$ cat src/shared/plipc_consts.svh
`ifndef PLIPC_CONSTS_SVH
`define PLIPC_CONSTS_SVH

// control line codes
`define PLIPC_CTL_IDLE 2'h0
`define PLIPC_CTL_HOLD 2'h1
`define PLIPC_CTL_XMIT 2'h2
`define PLIPC_CTL_RECV 2'h2
`define PLIPC_CTL_GRANT 2'h3
`define PLIPC_DATA_ZERO 8'h00
`define PLIPC_DATA_ON 8'hFF

// system clock and interface clock rates
`define PLIPC_CLK_NS 10
`define PLIPC_SYS_KHZ 64'd100000
`define PLIPC_IFCLK_KHZ 64'd49152
`define PLIPC_ACC_SPAN 64'd65536
`define PLIPC_IFCLK_INC 16'((64'd2 * `PLIPC_IFCLK_KHZ * `PLIPC_ACC_SPAN) / `PLIPC_SYS_KHZ)

// reset_recognition_time and disable_recognition_time, least values in ns
`define PLIPC_RST_MIN_NS 2600
`define PLIPC_DIS_MIN_NS 26030
`define PLIPC_RST_CYC 12'((`PLIPC_RST_MIN_NS + `PLIPC_CLK_NS - 1) / `PLIPC_CLK_NS)
`define PLIPC_DIS_CYC 12'((`PLIPC_DIS_MIN_NS + `PLIPC_CLK_NS - 1) / `PLIPC_CLK_NS)

// clock_activation_time from low power, least value in ns
`define PLIPC_WAKE_MIN_NS 5300000
`define PLIPC_WAKE_CYC ((`PLIPC_WAKE_MIN_NS + `PLIPC_CLK_NS - 1) / `PLIPC_CLK_NS)

// link-side hold limit and init sequence points, in interface clock cycles
`define PLIPC_HOLD_MAX 6'd47
`define PLIPC_INIT_FIRST 4'd1
`define PLIPC_INIT_RECV 4'd8
`define PLIPC_INIT_DONE 4'd9
`define PLIPC_IDLE_END_ACTIVE 2'd2
`define PLIPC_IDLE_END_NULL 2'd3

`endif

$ cat src/shared/plipc_pkg.sv
`default_nettype none
package plipc_pkg;

    typedef enum logic [2:0] {
        PH_DISABLED,
        PH_WAKE,
        PH_INIT,
        PH_OPER,
        PH_RESET
    } plipc_phase_e;

    typedef enum logic [2:0] {
        OWN_DEV,
        OWN_GRANT,
        OWN_HAND,
        OWN_LINK
    } plipc_own_e;

    typedef struct packed {
        logic [15:0] acc;
        logic tick;
    } plipc_div_s;

    typedef struct packed {
        plipc_phase_e phase;
        plipc_own_e own;
        logic [11:0] lowCnt;
        logic [19:0] wakeCnt;
        logic [3:0] initCnt;
        logic [5:0] holdCnt;
        logic [1:0] idleRun;
        logic sawActive;
        logic idleSeen;
        logic ifClk;
        logic ifClkOe;
        logic [1:0] ctl;
        logic ctlOe;
        logic [7:0] data;
        logic dataOe;
        logic linkReqValid;
        logic statusXferReq;
        logic cancelPending;
        logic lowPower;
        logic holdOverrun;
        logic devReady;
        logic operational;
    } plipc_state_s;

endpackage
`default_nettype wire

$ cat src/rtl/plipc_clk_div.sv
`timescale 1ns/100ps
`default_nettype none
`include "plipc_consts.svh"

// phase accumulator: one tick per interface clock half period
module plipc_clk_div
    import plipc_pkg::*;
(
    input wire logic sys_clk,
    input wire logic rst_b,
    input wire logic run,
    output logic tick
);
    plipc_div_s st_r;
    plipc_div_s st_nxt;

    always_comb begin
        st_nxt = st_r;
        if (run) begin
            {st_nxt.tick, st_nxt.acc} = {1'b0, st_r.acc} + {1'b0, `PLIPC_IFCLK_INC};
        end else begin
            st_nxt = '0;
        end
    end

    always_ff @(posedge sys_clk) begin
        if (!rst_b) begin
            st_r <= '0;
        end else begin
            st_r <= st_nxt;
        end
    end

    assign tick = st_r.tick;
endmodule
`default_nettype wire

$ cat src/rtl/phy_link_iface_power_ctrl.sv
`timescale 1ns/100ps
`default_nettype none
`include "plipc_consts.svh"

// What this block does
// - device idles one cycle after regaining interface
// - not operational: cancel requests, ignore link requests
// - status while non-operational is discarded
// - accept pulses within low/high time ranges
// - reset interface 2.60 to 2.68 us low
// - disable interface 26.03 to 26.11 us low
// - restart clock fast, or after low-power wake
// - reset: outputs zero, ignore link requests
// - isolation low: end at zero then float
// - isolation high: drive control and data low
// - disable also stops the interface clock
// - hardware reset leaves interface disabled
// - disabled with no active ports: low power
// - control codes idle hold transmit grant
// - interface clock is 49.152 MHz square wave
// - eighth cycle: receive with data-on, then idle
module phy_link_iface_power_ctrl
    import plipc_pkg::*;
#(
    parameter int unsigned WAKE_CYC = `PLIPC_WAKE_CYC
)
(
    input wire logic sys_clk,
    input wire logic rst_b,
    input wire logic linkPowerStatus,
    input wire logic isoModeHigh,
    input wire logic portsActive,
    input wire logic linkRequestLine,
    input wire logic [1:0] ctlIn,
    input wire logic grantReq,
    input wire logic statusEvent,
    input wire logic statusTaken,
    output logic [1:0] ctlOut,
    output logic ctlOe,
    output logic [7:0] dataOut,
    output logic dataOe,
    output logic ifClkOut,
    output logic ifClkOe,
    output logic ifaceOperational,
    output logic devReady,
    output logic linkReqValid,
    output logic statusXferReq,
    output logic cancelPendingReq,
    output logic lowPower,
    output logic linkHoldOverrun
);
    plipc_state_s st_r;
    plipc_state_s st_nxt;
    logic tick;
    logic ifRise;

    function automatic logic clkRuns(input plipc_phase_e ph);
        clkRuns = (ph == PH_INIT) || (ph == PH_OPER) || (ph == PH_RESET);
    endfunction

    plipc_clk_div u_div (
        .sys_clk(sys_clk),
        .rst_b(rst_b),
        .run(clkRuns(st_r.phase)),
        .tick(tick)
    );

    assign ifRise = tick && !st_r.ifClk;

    always_comb begin
        st_nxt = st_r;
        st_nxt.cancelPending = 1'b0;
        // a high sample clears the window, so pulse trains count as asserted
        if (linkPowerStatus) begin
            st_nxt.lowCnt = '0;
        end else if (st_r.lowCnt != `PLIPC_DIS_CYC) begin
            st_nxt.lowCnt = st_r.lowCnt + 12'h001;
        end
        unique case (st_r.phase)
            PH_DISABLED: begin
                if (linkPowerStatus) begin
                    // from low power the oscillator needs the long wake
                    st_nxt.phase = st_r.lowPower ? PH_WAKE : PH_INIT;
                    st_nxt.wakeCnt = '0;
                    st_nxt.initCnt = '0;
                end
            end
            PH_WAKE: begin
                st_nxt.wakeCnt = st_r.wakeCnt + 20'h00001;
                if (!linkPowerStatus && st_r.lowCnt == `PLIPC_RST_CYC - 12'h001) begin
                    st_nxt.phase = PH_DISABLED;
                end else if (32'(st_r.wakeCnt) >= WAKE_CYC - 1) begin
                    st_nxt.phase = PH_INIT;
                    st_nxt.initCnt = '0;
                end
            end
            PH_INIT, PH_OPER: begin
                if (!linkPowerStatus && st_r.lowCnt == `PLIPC_RST_CYC - 12'h001) begin
                    st_nxt.phase = PH_RESET;
                end else if (st_r.phase == PH_INIT && ifRise) begin
                    st_nxt.initCnt = st_r.initCnt + 4'h1;
                    if (st_r.initCnt == `PLIPC_INIT_DONE - 4'h1) begin
                        st_nxt.phase = PH_OPER;
                        st_nxt.own = OWN_DEV;
                        st_nxt.idleSeen = 1'b0;
                    end
                end
            end
            PH_RESET: begin
                if (linkPowerStatus) begin
                    st_nxt.phase = PH_INIT;
                    st_nxt.initCnt = '0;
                end else if (st_r.lowCnt == `PLIPC_DIS_CYC - 12'h001) begin
                    st_nxt.phase = PH_DISABLED;
                end
            end
            default: st_nxt.phase = PH_DISABLED;
        endcase

        // interface ownership while operational, stepped on interface clock edges
        if (st_r.phase == PH_OPER && st_nxt.phase == PH_OPER && ifRise) begin
            unique case (st_r.own)
                OWN_DEV: begin
                    st_nxt.idleSeen = 1'b1;
                    if (grantReq && st_r.idleSeen) begin
                        st_nxt.own = OWN_GRANT;
                    end
                end
                OWN_GRANT: st_nxt.own = OWN_HAND;
                OWN_HAND: begin
                    st_nxt.own = OWN_LINK;
                    st_nxt.holdCnt = '0;
                    st_nxt.idleRun = '0;
                    st_nxt.sawActive = 1'b0;
                end
                OWN_LINK: begin
                    if (ctlIn == `PLIPC_CTL_IDLE) begin
                        st_nxt.idleRun = st_r.idleRun + 2'd1;
                        // two idles after activity, or three with none, hand back
                        if ((st_r.sawActive && st_r.idleRun == `PLIPC_IDLE_END_ACTIVE - 2'd1)
                                || st_r.idleRun == `PLIPC_IDLE_END_NULL - 2'd1) begin
                            st_nxt.own = OWN_DEV;
                            st_nxt.idleSeen = 1'b0;
                        end
                    end else begin
                        st_nxt.idleRun = '0;
                        st_nxt.sawActive = 1'b1;
                        if (ctlIn == `PLIPC_CTL_HOLD) begin
                            if (st_r.holdCnt == `PLIPC_HOLD_MAX) begin
                                st_nxt.holdOverrun = 1'b1;
                            end else begin
                                st_nxt.holdCnt = st_r.holdCnt + 6'd1;
                            end
                        end
                    end
                end
                default: st_nxt.own = OWN_DEV;
            endcase
        end
        if (st_nxt.phase != PH_OPER) begin
            st_nxt.own = OWN_DEV;
            st_nxt.idleSeen = 1'b0;
        end

        // interface clock
        if (!clkRuns(st_nxt.phase)) begin
            st_nxt.ifClk = 1'b0;
        end else if (tick) begin
            st_nxt.ifClk = !st_r.ifClk;
        end
        st_nxt.ifClkOe = clkRuns(st_nxt.phase) || isoModeHigh;

        // control and data lines
        st_nxt.ctl = `PLIPC_CTL_IDLE;
        st_nxt.data = `PLIPC_DATA_ZERO;
        st_nxt.ctlOe = isoModeHigh;
        if (st_nxt.phase == PH_RESET || st_nxt.phase == PH_DISABLED) begin
            // one cycle driving zero before floating, so the lines settle low
            if (st_r.phase != PH_RESET && st_r.phase != PH_DISABLED) begin
                st_nxt.ctlOe = 1'b1;
            end
        end else if (st_nxt.phase == PH_INIT) begin
            if (st_nxt.initCnt == `PLIPC_INIT_FIRST) begin
                st_nxt.ctlOe = 1'b1;
            end else if (st_nxt.initCnt == `PLIPC_INIT_RECV) begin
                st_nxt.ctl = `PLIPC_CTL_RECV;
                st_nxt.data = `PLIPC_DATA_ON;
                st_nxt.ctlOe = 1'b1;
            end
        end else if (st_nxt.phase == PH_OPER) begin
            st_nxt.ctlOe = (st_nxt.own != OWN_LINK);
            if (st_nxt.own == OWN_GRANT) begin
                st_nxt.ctl = `PLIPC_CTL_GRANT;
            end
        end
        st_nxt.dataOe = st_nxt.ctlOe;

        st_nxt.devReady = st_nxt.phase == PH_OPER && st_nxt.own == OWN_DEV && st_nxt.idleSeen;
        st_nxt.operational = st_nxt.phase == PH_OPER;
        st_nxt.linkReqValid = (st_r.phase == PH_OPER) && linkRequestLine;
        if (st_r.phase == PH_OPER && st_nxt.phase != PH_OPER) begin
            st_nxt.cancelPending = 1'b1;
        end
        // new events win over the acknowledge; anything outside operation is dropped
        st_nxt.statusXferReq = (st_r.phase == PH_OPER)
            && (statusEvent || (st_r.statusXferReq && !statusTaken));
        st_nxt.lowPower = (st_nxt.phase == PH_DISABLED && !portsActive)
            || st_nxt.phase == PH_WAKE;
    end

    always_ff @(posedge sys_clk) begin
        if (!rst_b) begin
            st_r <= '0;
            st_r.phase <= PH_DISABLED;
            st_r.own <= OWN_DEV;
        end else begin
            st_r <= st_nxt;
        end
    end

    assign ctlOut = st_r.ctl;
    assign ctlOe = st_r.ctlOe;
    assign dataOut = st_r.data;
    assign dataOe = st_r.dataOe;
    assign ifClkOut = st_r.ifClk;
    assign ifClkOe = st_r.ifClkOe;
    assign ifaceOperational = st_r.operational;
    assign devReady = st_r.devReady;
    assign linkReqValid = st_r.linkReqValid;
    assign statusXferReq = st_r.statusXferReq;
    assign cancelPendingReq = st_r.cancelPending;
    assign lowPower = st_r.lowPower;
    assign linkHoldOverrun = st_r.holdOverrun;
endmodule
`default_nettype wire

$ cat config.mk
export PLATFORM = sky130hd
export DESIGN_NAME = phy_link_iface_power_ctrl
export DESIGN_NICKNAME = d
export VERILOG_FILES = /design/src/shared/plipc_pkg.sv /design/src/rtl/plipc_clk_div.sv /design/src/rtl/phy_link_iface_power_ctrl.sv
export VERILOG_INCLUDE_DIRS = /design/src /design/src/shared
export SDC_FILE = /design/constraint.sdc
export NUM_CORES = 1
export LEC_CHECK = 0
export ABC_AREA = 0
export BUFFER_PORTS_ARGS = -buffer_cell sky130_fd_sc_hd__buf_2
export CORE_MARGIN = 2
export CORE_UTILIZATION = 45
export CTS_CLUSTER_SIZE = 24
export DETAILED_ROUTE_END_ITERATION = 12
export GPL_TIMING_DRIVEN = 1
export PLACE_DENSITY = 0.66
export REMOVE_ABC_BUFFERS = 1
export SLEW_MARGIN = 40
export SYNTH_ARGS = -nofsm -noshare
export SYNTH_HDL_FRONTEND = slang
export SYNTH_SLANG_ARGS = --single-unit
$ cat constraint.sdc
create_clock -name sys_clk -period 4.1 [get_ports sys_clk]
set_input_delay 0.41 -clock sys_clk [delete_from_list [all_inputs] [get_ports sys_clk]]
set_output_delay 0.41 -clock sys_clk [all_outputs]
set_load 0.01 [all_outputs]
==> results.md, run 1 <==
- Post-synth EDFFs: 0
- Worst Hold Path Cells: 3
- Starting Density: 0.461
- Synthesized area per cell: between 8 and 9 sq um
- Most frequent cells in the layout: 83 x nor2_1, 79 x dfxtp_1, 44 x nand2_1
- Final Util: 0.502
- Final setup fails: 0
- Pre-antenna DRT Iters: 4
- DR vias/cell: 5.50
- Final cycle utilization of the critical path: 0.636
- Worst vdd ir: 0.240 mV
- DRC Markers: 0
- Clock Pin Slew Worst Setup and Hold Paths: 80 ps
- Worst Path Arrival: approximately 2900 ps
- Reg area: 1580 sq um
- TritonCTS buffer count: 9
- Iteration-0 DRC count of the detailed router: 132
- Multi-input logic area: approximately 2200 sq um
- Commonest non-fill, non-tap cell in the layout: nor2_1
- Reg-to-reg startpoint: st_r[55]$_SDFFE_PP0P_
- H-tree levels: 3
- R2R Path End: dataOe$_SDFF_PN0_
- FP Rows: 34
- I/O pin cnt: 32
- Hold_buf cts: 0
- Hold/Removal Path Class: in2reg
- Longest Clk Path Bufs: 2
- Chip height: 98.3 um
- Total of flip-flops plus latches after synthesis: 79
- Syn Inst Count: 495
- Gpl congestion: ~0.85
- Non-Filler Instances: 624
- Worst Path Required: 4340 ps
- PwrDens: 359 nW/um^2
- Die span in x: slightly below 100 um
- Clk sinks: 79
- Nets: 531
- Syn Std Cell Area: 4000 sq um
- TNS Setup: 0 ps
- Crit Path Category: reg2reg
- Fin. Hold Viols: 0
- Slew headroom: 0.561
- Insertion delay to the later sink of the worst-skew pair: ~350 ps
- Hold EP: linkReqValid$_SDFF_PN0_
- Placed Area: 4140 sq um
- First-pass GRT wire length: 14500 um
- Post-synth cell types: 60
- Synth warn: 0
- Die area: approximately 9700 sq um
- Worst Max-Slew Pin Slew: 653 ps
- Drt total wl: around 8500 um
- Sequential element share of the synthesized area: 0.395
- Total Power: 1.56 mW
- Post-CTS sizing: 0
- Final ANT Viol Nets: 0
- Initial antenna violation count: 0
- Placed insts: ~610
- Port Buf Inserts: 31
- Core area: between 8000 and 9000 sq um
- P_leak: 1.70 nW
- FF-to-FF path depth: 8
- Design area: 4350 sq um
- DR WL/cell: ~14 um
- Ys flop type: dfxtp_1
- Ys async rst share: 0
- Grt total ovfl: 0
- Worst Skew: 6.79 ps
- Worst setup SP type: flop
- Area growth syn-to-layout: 8.78%
- Share of cells above drive strength 1: 0.128
- CTS tree: built
- Fill count: approximately 860
- Final Slew Violations: 0
- ANT cells: 0
- Max Freq: 383 MHz
- Post-CTS Setup Bufs: 0
- Reg-to-reg slack, setup: 1490 ps
- Root Buffer: clkbuf_8
- CP endpoint kind: flop
- HP Start: linkRequestLine
- Vias in the first global route: roughly 3200
- Hpwl dp: 6160 um
- Status: finished, final reports clean
- Max cap viols: 0
- RSZ-0062 raised after global routing: false
- Worst-path maximum fanout: 6
- GR Util All Layers: 0.180
- Minimum clock period: 2610 ps
- Largest net degree at the start of global routing: 16
- Vias after detailed routing: 3429
-- synth_stat cells (all sizes together) (3+ instances only) --
| master | count | area [sq um] |
|---|---|---|
| xnor2 | 9 | 78.8 |
| nor3b | 3 | 22.5 |
| buf | 17 | 128 |
| dfxtp | 79 | 1580 |
| nor3 | 11 | 66.3 |
| nand4 | 15 | 93.8 |
| and3 | 13 | 81.3 |
| a31oi | 5 | 31.3 |
| nand3 | 26 | 130 |
| nor2 | 84 | 318 |
| nand2b | 8 | 50.1 |
| o211ai | 3 | 22.5 |
| xor2 | 14 | 123 |
| o21a | 3 | 22.5 |
| clkbuf | 10 | 37.5 |
| nor2b | 7 | 43.8 |
| mux2 | 5 | 56.3 |
| a22oi | 5 | 37.5 |
| nand3b | 3 | 22.5 |
| a211oi | 7 | 52.6 |
| and2 | 6 | 37.5 |
| ha | 9 | 113 |
| o21ai | 16 | 80.1 |
| or3 | 4 | 25.0 |
| inv | 18 | 67.6 |
| or2 | 4 | 27.5 |
| nor4b | 3 | 47.5 |
| a21oi | 30 | 154 |
| nor4 | 10 | 62.6 |
| nand2 | 44 | 165 |
-- report_power, final --
part,internal (mW),leakage [nW],switching [mW]
clock,0.344,0.110,0.290
sequential,0.783,0.639,0.0172
combinational,0.0478,0.947,0.0812
-- logic make-up (layout without fill, tap and decap cells) --
| family | after synthesis | in the layout | synth area share |
|---|---|---|---|
| flops | 79 | 79 | 0.395 |
| simple gates | 248 | 248 | 0.316 |
| compound gates | 85 | 85 | 0.136 |
| mux | 6 | 6 | 0.0166 |
| buf+inv | 45 | 66 | 0.0581 |
| fa+ha+maj | 9 | 9 | 0.0281 |
| xor+xnor | 23 | 23 | 0.0503 |
-- per-layer routing --
| metal | GRT usage | wire [um] | vias up |
|---|---|---|---|
| li1 | - | - | 1763 |
| met1 | 0.238 | 4040 | 1585 |
| met4 | 0.0738 | 163 | 0 |
| met2 | 0.285 | 3900 | 68 |
| met5 | 0 | 0 | - |
| met3 | 0.0422 | 369 | 13 |
-- metrics by stage --
step                worst slack [ps]  hold WS, ps
floorplan                       1790          417
global placement                1600          429
detailed placement              1510          438
CTS                             1500          246
global route                    1320          255
finish                          1490          257
-- critical path, cell delays in order, from the launching register on --
cell and delay [ps]:
dfxtp_1 390, ha_1 280, nor4b_4 240, and4_1 450
nor4b_2 100, a21oi_2 320, o21ai_0 180, nor4b_1 180
o311a_1 350
-- worst max path at each step --
stage / to / from / slack [ps] / cells past startpoint
final: dataOe$_SDFF_PN0_ / st_r[55]$_SDFFE_PP0P_ / 1490 / 8
after global routing: ctlOut[1]$_SDFF_PP0_ / st_r[55]$_SDFFE_PP0P_ / 1320 / 8
after CTS: ctlOut[1]$_SDFF_PP0_ / st_r[55]$_SDFFE_PP0P_ / 1500 / 8
after detailed placement: ctlOut[1]$_SDFF_PP0_ / st_r[55]$_SDFFE_PP0P_ / 1510 / 8
after global placement: ctlOut[1]$_SDFF_PP0_ / st_r[55]$_SDFFE_PP0P_ / 1600 / 8
after floorplan: ctlOut[1]$_SDFF_PP0_ / st_r[55]$_SDFFE_PP0P_ / 1790 / 8
-- layout make-up --
| cell class | instances | area share |
|---|---|---|
| flip-flops and latches | 79 | 0.363 |
| well taps | 108 | 0.0310 |
| multi-input cells | 371 | 0.503 |
| inverters | 18 | 0.0155 |
| clock buffers | 9 | 0.0284 |
| repair buffers | 32 | 0.0374 |
| clock inverters | 7 | 0.0218 |
-- flip-flops by register name (all words and copies together), names as in the netlist --
register          flops
u_div.st_r           13
u_div.tick            1
ifClkOe               1
dataOut               1
devReady              1
lowPower              1
cancelPendingReq      1
linkReqValid          1
ifClkOut              1
st_r                 52
ifaceOperational      1
ctlOut                2
statusXferReq         1
dataOe                1
linkHoldOverrun       1
Power figures use the tool's default switching activity.
==> run 2, diff against run 1 <==
--- a/config.mk
+++ b/config.mk
@@ -6,14 +6,14 @@
 export SDC_FILE = /design/constraint.sdc
 export NUM_CORES = 1
 export LEC_CHECK = 0
-export ABC_AREA = 0
+export ABC_AREA = 1
 export BUFFER_PORTS_ARGS = -buffer_cell sky130_fd_sc_hd__buf_2
 export CORE_MARGIN = 2
 export CORE_UTILIZATION = 45
 export CTS_CLUSTER_SIZE = 24
 export DETAILED_ROUTE_END_ITERATION = 12
 export GPL_TIMING_DRIVEN = 1
-export PLACE_DENSITY = 0.66
+export PLACE_DENSITY = 0.68
 export REMOVE_ABC_BUFFERS = 1
 export SLEW_MARGIN = 40
 export SYNTH_ARGS = -nofsm -noshare
==> constraint.sdc (replaced) <==
create_clock -name sys_clk -period 2.27 [get_ports sys_clk]
set_input_delay 0.227 -clock sys_clk [delete_from_list [all_inputs] [get_ports sys_clk]]
set_output_delay 0.227 -clock sys_clk [all_outputs]
set_load 0.01 [all_outputs]
==> run 2 against run 1 <==
  * Register-to-register slack got worse by 1400 ps
  * Non-clock buffer count rose by 18
  * Routed wire length up 11%
  * Via count increased by 18%
  * Flip-flop and latch count stayed put
  * Setup slack got worse by 1400 ps
  * Critical endpoint unchanged
  * Synthesized cell count increased by 28%
  * Highest routed layer unchanged
  * Total power is 89% higher
  * Critical path type unchanged
  * Utilization is 3.2 points higher
  * Sequential share of layout area down 3.7 points
  * Clock power grew 94%
==> results.md, run 2 <==
- Status: finished, final reports clean
- FF-to-FF path depth: 15
- Ys flop type: dfxtp_1
- Commonest non-fill, non-tap cell in the layout: nand2_1
- Largest net degree at the start of global routing: 15
- Reg-to-reg slack, setup: 130 ps
- Reg-to-reg startpoint: st_r[32]$_SDFF_PN0_
- Final setup fails: 0
- Post-synth EDFFs: 0
- Gpl congestion: 0.935
- Max FFs per register: between 50 and 60
- CTS tree: built
- Nets: 695
- Area leader, netlist: dfxtp_1
- Clk sinks: between 70 and 80
- Slew headroom: 0.709
- CP endpoint kind: flop
- DRC Markers: 0
- Hold_buf cts: 0
- Area growth syn-to-layout: 15.7%
- GRT Max-Usage Layer: met2
- Worst Skew: approximately 12 ps
- Total Power: 2.95 mW
- Drt total wl: 9420 um
- Total of flip-flops plus latches after synthesis: 79
- First-pass GRT wire length: 16000 um
- Die span in x: slightly above 100 um
- Vias in the first global route: 3712
- Worst Max-Slew Pin Slew: 432 ps
- Syn Std Cell Area: 4220 sq um
- Fill count: 898
- R2R Path End: dataOe$_SDFF_PN0_
- Starting Density: 0.462
- FP Rows: 35
- Initial antenna violation count: 0
- Port Buf Inserts: 31
- DR vias/cell: just over 5
- Vias after detailed routing: 4042
- HP Start: portsActive
- Fin worst setup slack: 132 ps
- Worst Hold Path Cells: 2
- Final ANT Viol Nets: 0
- DR WL/cell: 11.9 um
- Reg area: ~1600 sq um
- Top reg by flops: st_r
- Insertion delay to the later sink of the worst-skew pair: approximately 350 ps
- Hold EP: lowPower$_SDFF_PN0_
- Grt total ovfl: 0
- PwrDens: 603 nW/um^2
- Worst setup SP type: flop
- Share of cells above drive strength 1: 0.163
- Count leader, synth: nand2_1
- Commonest cells post-synth: 123 x nand2_1, 102 x nor2_1, 91 x inv_1, 79 x dfxtp_1, 42 x a21oi_1
- Max Freq: 468 MHz
- Max cap viols: 0
- M1 GR Usage: 0.252
- GR Util All Layers: 0.191
- Synthesized area per cell: 6.68 sq um
- Worst Path Required: 2510 ps
- Die area: around 10000 sq um
- Ys async rst share: 0
- ANT cells: 0
- P_leak: 2.07 nW
- Syn Inst Count: 632
- Fin. Hold Viols: 0
- Iteration-0 DRC count of the detailed router: between 200 and 250
- Placed Area: 4480 sq um
- Synth warn: 0
- Pre-antenna DRT Iters: 5
- Sequential element share of the synthesized area: 0.374
- Worst-path maximum fanout: 7
- Core area: 9150 sq um
- Post-synth cell types: 44
- Area contributors post-synth: dfxtp_1 37%, nand2_1 11%, nor2_1 9.1%, inv_1 8.1%, a21oi_1 5.0%
- Final Util: 0.534
- Yosys top cell area share: 0.374
- Final Slew Violations: 0
- Hpwl dp: 6980 um
- Placed insts: 765
- Non-Filler Instances: about 790
- Met2 Use GR: 0.315
- Most frequent cells in the layout: 121 x nand2_1, 97 x nor2_1, 88 x inv_1
- Final Hold Slack: 92.4 ps
- Final cycle utilization of the critical path: 0.942
- Longest Clk Path Bufs: 2
- I/O pin cnt: 32
- Design area: between 4000 and 5000 sq um
- Hold/Removal Path Class: in2reg
- Worst vdd ir: between 0.3 and 0.4 mV
- Chip height: approximately 100 um
- TNS Setup: 0 ps
- TritonCTS buffer count: 9
- Root Buffer: clkbuf_8
- Crit Path Category: reg2reg
- H-tree levels: 3
- Setup slack at placement: 44.5 ps
- Multi-input logic area: approximately 2200 sq um
- Clock Pin Slew Worst Setup and Hold Paths: ~80 ps
- Worst Path Arrival: 2380 ps
- M3 GR Usage: 0.0499
- Minimum clock period: 2140 ps
[run 2: layer usage]
layer  routed length (um)  vias to the layer above
met2                 4310                       96
met3                  452                        8
li1                     -                     2134
met1                 4580                     1804
met5                    0                        -
met4                   78                        0
[run 2: worst max-delay path, stage by stage (launching register included)]
cell      delay (ps)
dfxtp_1          370
inv_2            100
ha_1             140
nand3_1          130
nor2_4           150
nor2_1            70
nor2_4           180
clkinv_4         120
nor2_8           130
inv_2             50
nand2_1           80
nand3_1          130
o21ai_2          150
nand3_1           90
nor2_1            90
nor2_1            40
[run 2: logic make-up (layout without fill, tap and decap cells)]
| group | after synthesis | in the layout | share of synthesized area |
|---|---|---|---|
| simple gates | 318 | 318 | 0.328 |
| flops | 79 | 79 | 0.374 |
| xor+xnor | 4 | 4 | 0.00830 |
| fa+ha+maj | 9 | 9 | 0.0267 |
| buf+inv | 118 | 166 | 0.115 |
| compound gates | 104 | 104 | 0.148 |
[run 2: layout make-up]
cell class	count	share of cell area
inverters	100	0.0778
clock inverters	5	0.0177
clock buffers	11	0.0310
repair buffers	50	0.0609
well taps	111	0.0284
multi-input cells	435	0.458
flip-flops and latches	79	0.326
[run 2: timing repair]
action,CTS,global route
buffers inserted,0,10
endpoints found under the setup margin,0,18
resized for setup,0,31
[run 2: power breakdown]
| part | internal, mW | switching [mW] | leakage (nW) |
|---|---|---|---|
| clock | 0.690 | 0.540 | 0.121 |
| combinational | 0.0992 | 0.178 | 1.31 |
| sequential | 1.42 | 0.0254 | 0.642 |
[run 2: worst max path at each step]
stage | start | endpoint | slack, ps
floorplan | st_r[55]$_SDFFE_PP0P_ | dataOe$_SDFF_PN0_ | 320
global placement | st_r[55]$_SDFFE_PP0P_ | dataOe$_SDFF_PN0_ | 140
detailed placement | st_r[35]$_SDFFE_PN0P_ | st_r[51]$_SDFFE_PN0P_ | 40
CTS | st_r[55]$_SDFFE_PP0P_ | dataOe$_SDFF_PN0_ | 30
global route | st_r[35]$_SDFFE_PN0P_ | st_r[51]$_SDFFE_PN0P_ | -60
finish | st_r[32]$_SDFF_PN0_ | dataOe$_SDFF_PN0_ | 130
==> run 3, diff against run 2 <==
--- a/config.mk
+++ b/config.mk
@@ -12,7 +12,7 @@
 export CORE_UTILIZATION = 45
 export CTS_CLUSTER_SIZE = 24
 export DETAILED_ROUTE_END_ITERATION = 12
-export GPL_TIMING_DRIVEN = 1
+export GPL_TIMING_DRIVEN = 0
 export PLACE_DENSITY = 0.68
 export REMOVE_ABC_BUFFERS = 1
 export SLEW_MARGIN = 40
==> run 3 against run 2 <==
  * Hold slack improved by 8.7 ps
  * Clock skew rose by 3.1 ps
  * Register-to-register slack got worse by 40 ps
  * Maximum frequency fell by 1.8%
  * Non-clock buffer count fell by 6
  * Via count rose by 0.37%
  * First-iteration DRC count rose by 38%
  * Total power fell by 6.8%
  * Global-route usage fell by 0.76 points
  * Clock power fell by 16%
  * Die area did not move
  * Critical path depth did not move
  * Critical path type unchanged
  * Critical endpoint unchanged
  * Largest cell class unchanged
==> results.md, run 3 (synthesis gave the netlist of run 2 again) <==
- Vias after detailed routing: approximately 4100
- Non-Filler Instances: 784
- Initial antenna violation count: 0
- CTS tree: built
- Chip height: 101 um
- TritonCTS buffer count: 9
- Switching pwr: about 0.74 mW
- Grt total ovfl: 0
- Clk pwr share: 0.375
- Slew headroom: 0.497
- Starting Density: 0.462
- Hpwl dp: 6720 um
- Vias in the first global route: 3612
- Status: finished, final reports clean
- Share of cells above drive strength 1: 0.165
- Top reg by flops: st_r
- Worst Path Arrival: 2410 ps
- First-pass GRT wire length: 15300 um
- H-tree levels: 3
- DR WL/cell: 12.1 um
- Int Pwr: 2.01 mW
- Hold_buf cts: 0
- Crit Path Category: reg2reg
- Worst setup SP type: flop
- Die area: approximately 10000 sq um
- ANT cells: 0
- CP endpoint kind: flop
- Share of power burned in registers: 0.526
- Worst Skew: 14.8 ps
- DRC Markers: 0
- GR Util All Layers: 0.184
- Combinational Power Share: 0.100
- Root Buffer: clkbuf_8
- Worst Max-Slew Pin Slew: 749 ps
- Sw frac: 0.268
- Placed insts: around 760
- Pre-antenna DRT Iters: 5
- TNS Setup: 0 ps
- Gpl congestion: 0.899
- Final setup fails: 0
- Worst vdd ir: 0.379 mV
- Final cycle utilization of the critical path: 0.959
- Longest Clk Path Bufs: 2
- FP Rows: 35
- DR vias/cell: between 5 and 6
- I/O pin cnt: 32
- Nets: 689
- Port Buf Inserts: 31
- Reg area: 1590 sq um
- Max FFs per register: 52
- Hold/Removal Path Class: in2reg
- Max Freq: ~460 MHz
- Insertion delay to the later sink of the worst-skew pair: 350 ps
- Max cap viols: 0
- Clock Pin Slew Worst Setup and Hold Paths: approximately 70 ps
- P_leak: 2.01 nW
- Multi-input logic area: 2250 sq um
- Clk sinks: 79
- Final ANT Viol Nets: 0
- Commonest non-fill, non-tap cell in the layout: nand2_1
- Drt total wl: 9500 um
- Most frequent cells in the layout: 121 x nand2_1, 95 x nor2_1, 87 x inv_1
- Fin. Hold Viols: 0
- Area growth syn-to-layout: 14.2%
- PwrDens: 570 nW/um^2
- Die span in x: 101 um
- Worst-path maximum fanout: 6
- Worst Path Required: 2500 ps
- Minimum clock period: ~2200 ps
- Iteration-0 DRC count of the detailed router: 277
- Largest net degree at the start of global routing: 36
- Core area: 9150 sq um
- Final Slew Violations: 0
- Fill count: 898
## run 3: what timing repair did
item                                    4_1_cts  5_1_grt
resized for setup                             5       31
endpoints found under the hold margin         0        0
buffers inserted                              1       12
endpoints found under the setup margin        6       26
pin swaps                                     1       11
## run 3: layout make-up
cell class,instances,share of cell area
repair buffers,44,0.0550
clock buffers,10,0.0265
clock inverters,5,0.0122
well taps,111,0.0288
flip-flops and latches,79,0.330
inverters,100,0.0802
multi-input cells,435,0.467
## run 3: worst max-delay path, cell delays in order (launching register included)
cell      delay, ps
dfxtp_4         390
inv_2            50
nor2_4          180
nand3_4         110
nor2_4          130
nor2_1           70
nor2_4          200
clkinv_4        120
nor2_8          150
inv_2            50
nand2_1         100
nand3_2         110
o21ai_2         160
nand3_1          80
nor2_1          120
nor2_1           50
## run 3: path summary, 6_finish.rpt
kind	start	end	slack [ps]	depth (start not counted)
setup / recovery	st_r[71]$_SDFF_PN0_	dataOe$_SDFF_PN0_	90	15
hold / removal	linkRequestLine	linkReqValid$_SDFF_PN0_	100	3
setup reg to reg	st_r[71]$_SDFF_PN0_	dataOe$_SDFF_PN0_	90	15
hold reg to reg	u_div.st_r[9]$_SDFF_PN0_	u_div.st_r[9]$_SDFF_PN0_	450	1
## run 3: power groups by stage
stage	Clock, mW	Sequential, mW	Combinational, mW
2_1_floorplan	0	1.47	0.161
3_3_place_gp	0	1.47	0.235
3_5_place_dp	0	1.47	0.240
4_1_cts	1.05	1.44	0.245
5_1_grt	1.12	1.45	0.310
6_report	1.03	1.44	0.274
## run 3: metrics by stage
step	setup slack [ps]	total power [mW]	utilization	cell area, sq um	hold WS, ps
6_report	92.5	2.75	0.527	4820	101
5_1_grt	-75.5	2.88	0.527	4820	105
4_1_cts	-26.1	2.74	0.505	4620	93.6
3_5_place_dp	-215	1.71	0.482	4410	439
3_3_place_gp	-752	1.71	0.482	4410	429
2_1_floorplan	319	1.63	-	4120	343
## run 3: routing by layer
metal,global-route usage,up-vias,share of wire
met3,0.0354,9,0.038
met4,0.0495,0,0.0094
met1,0.234,1832,0.48
met5,0,-,0
met2,0.316,89,0.47
li1,-,2127,-
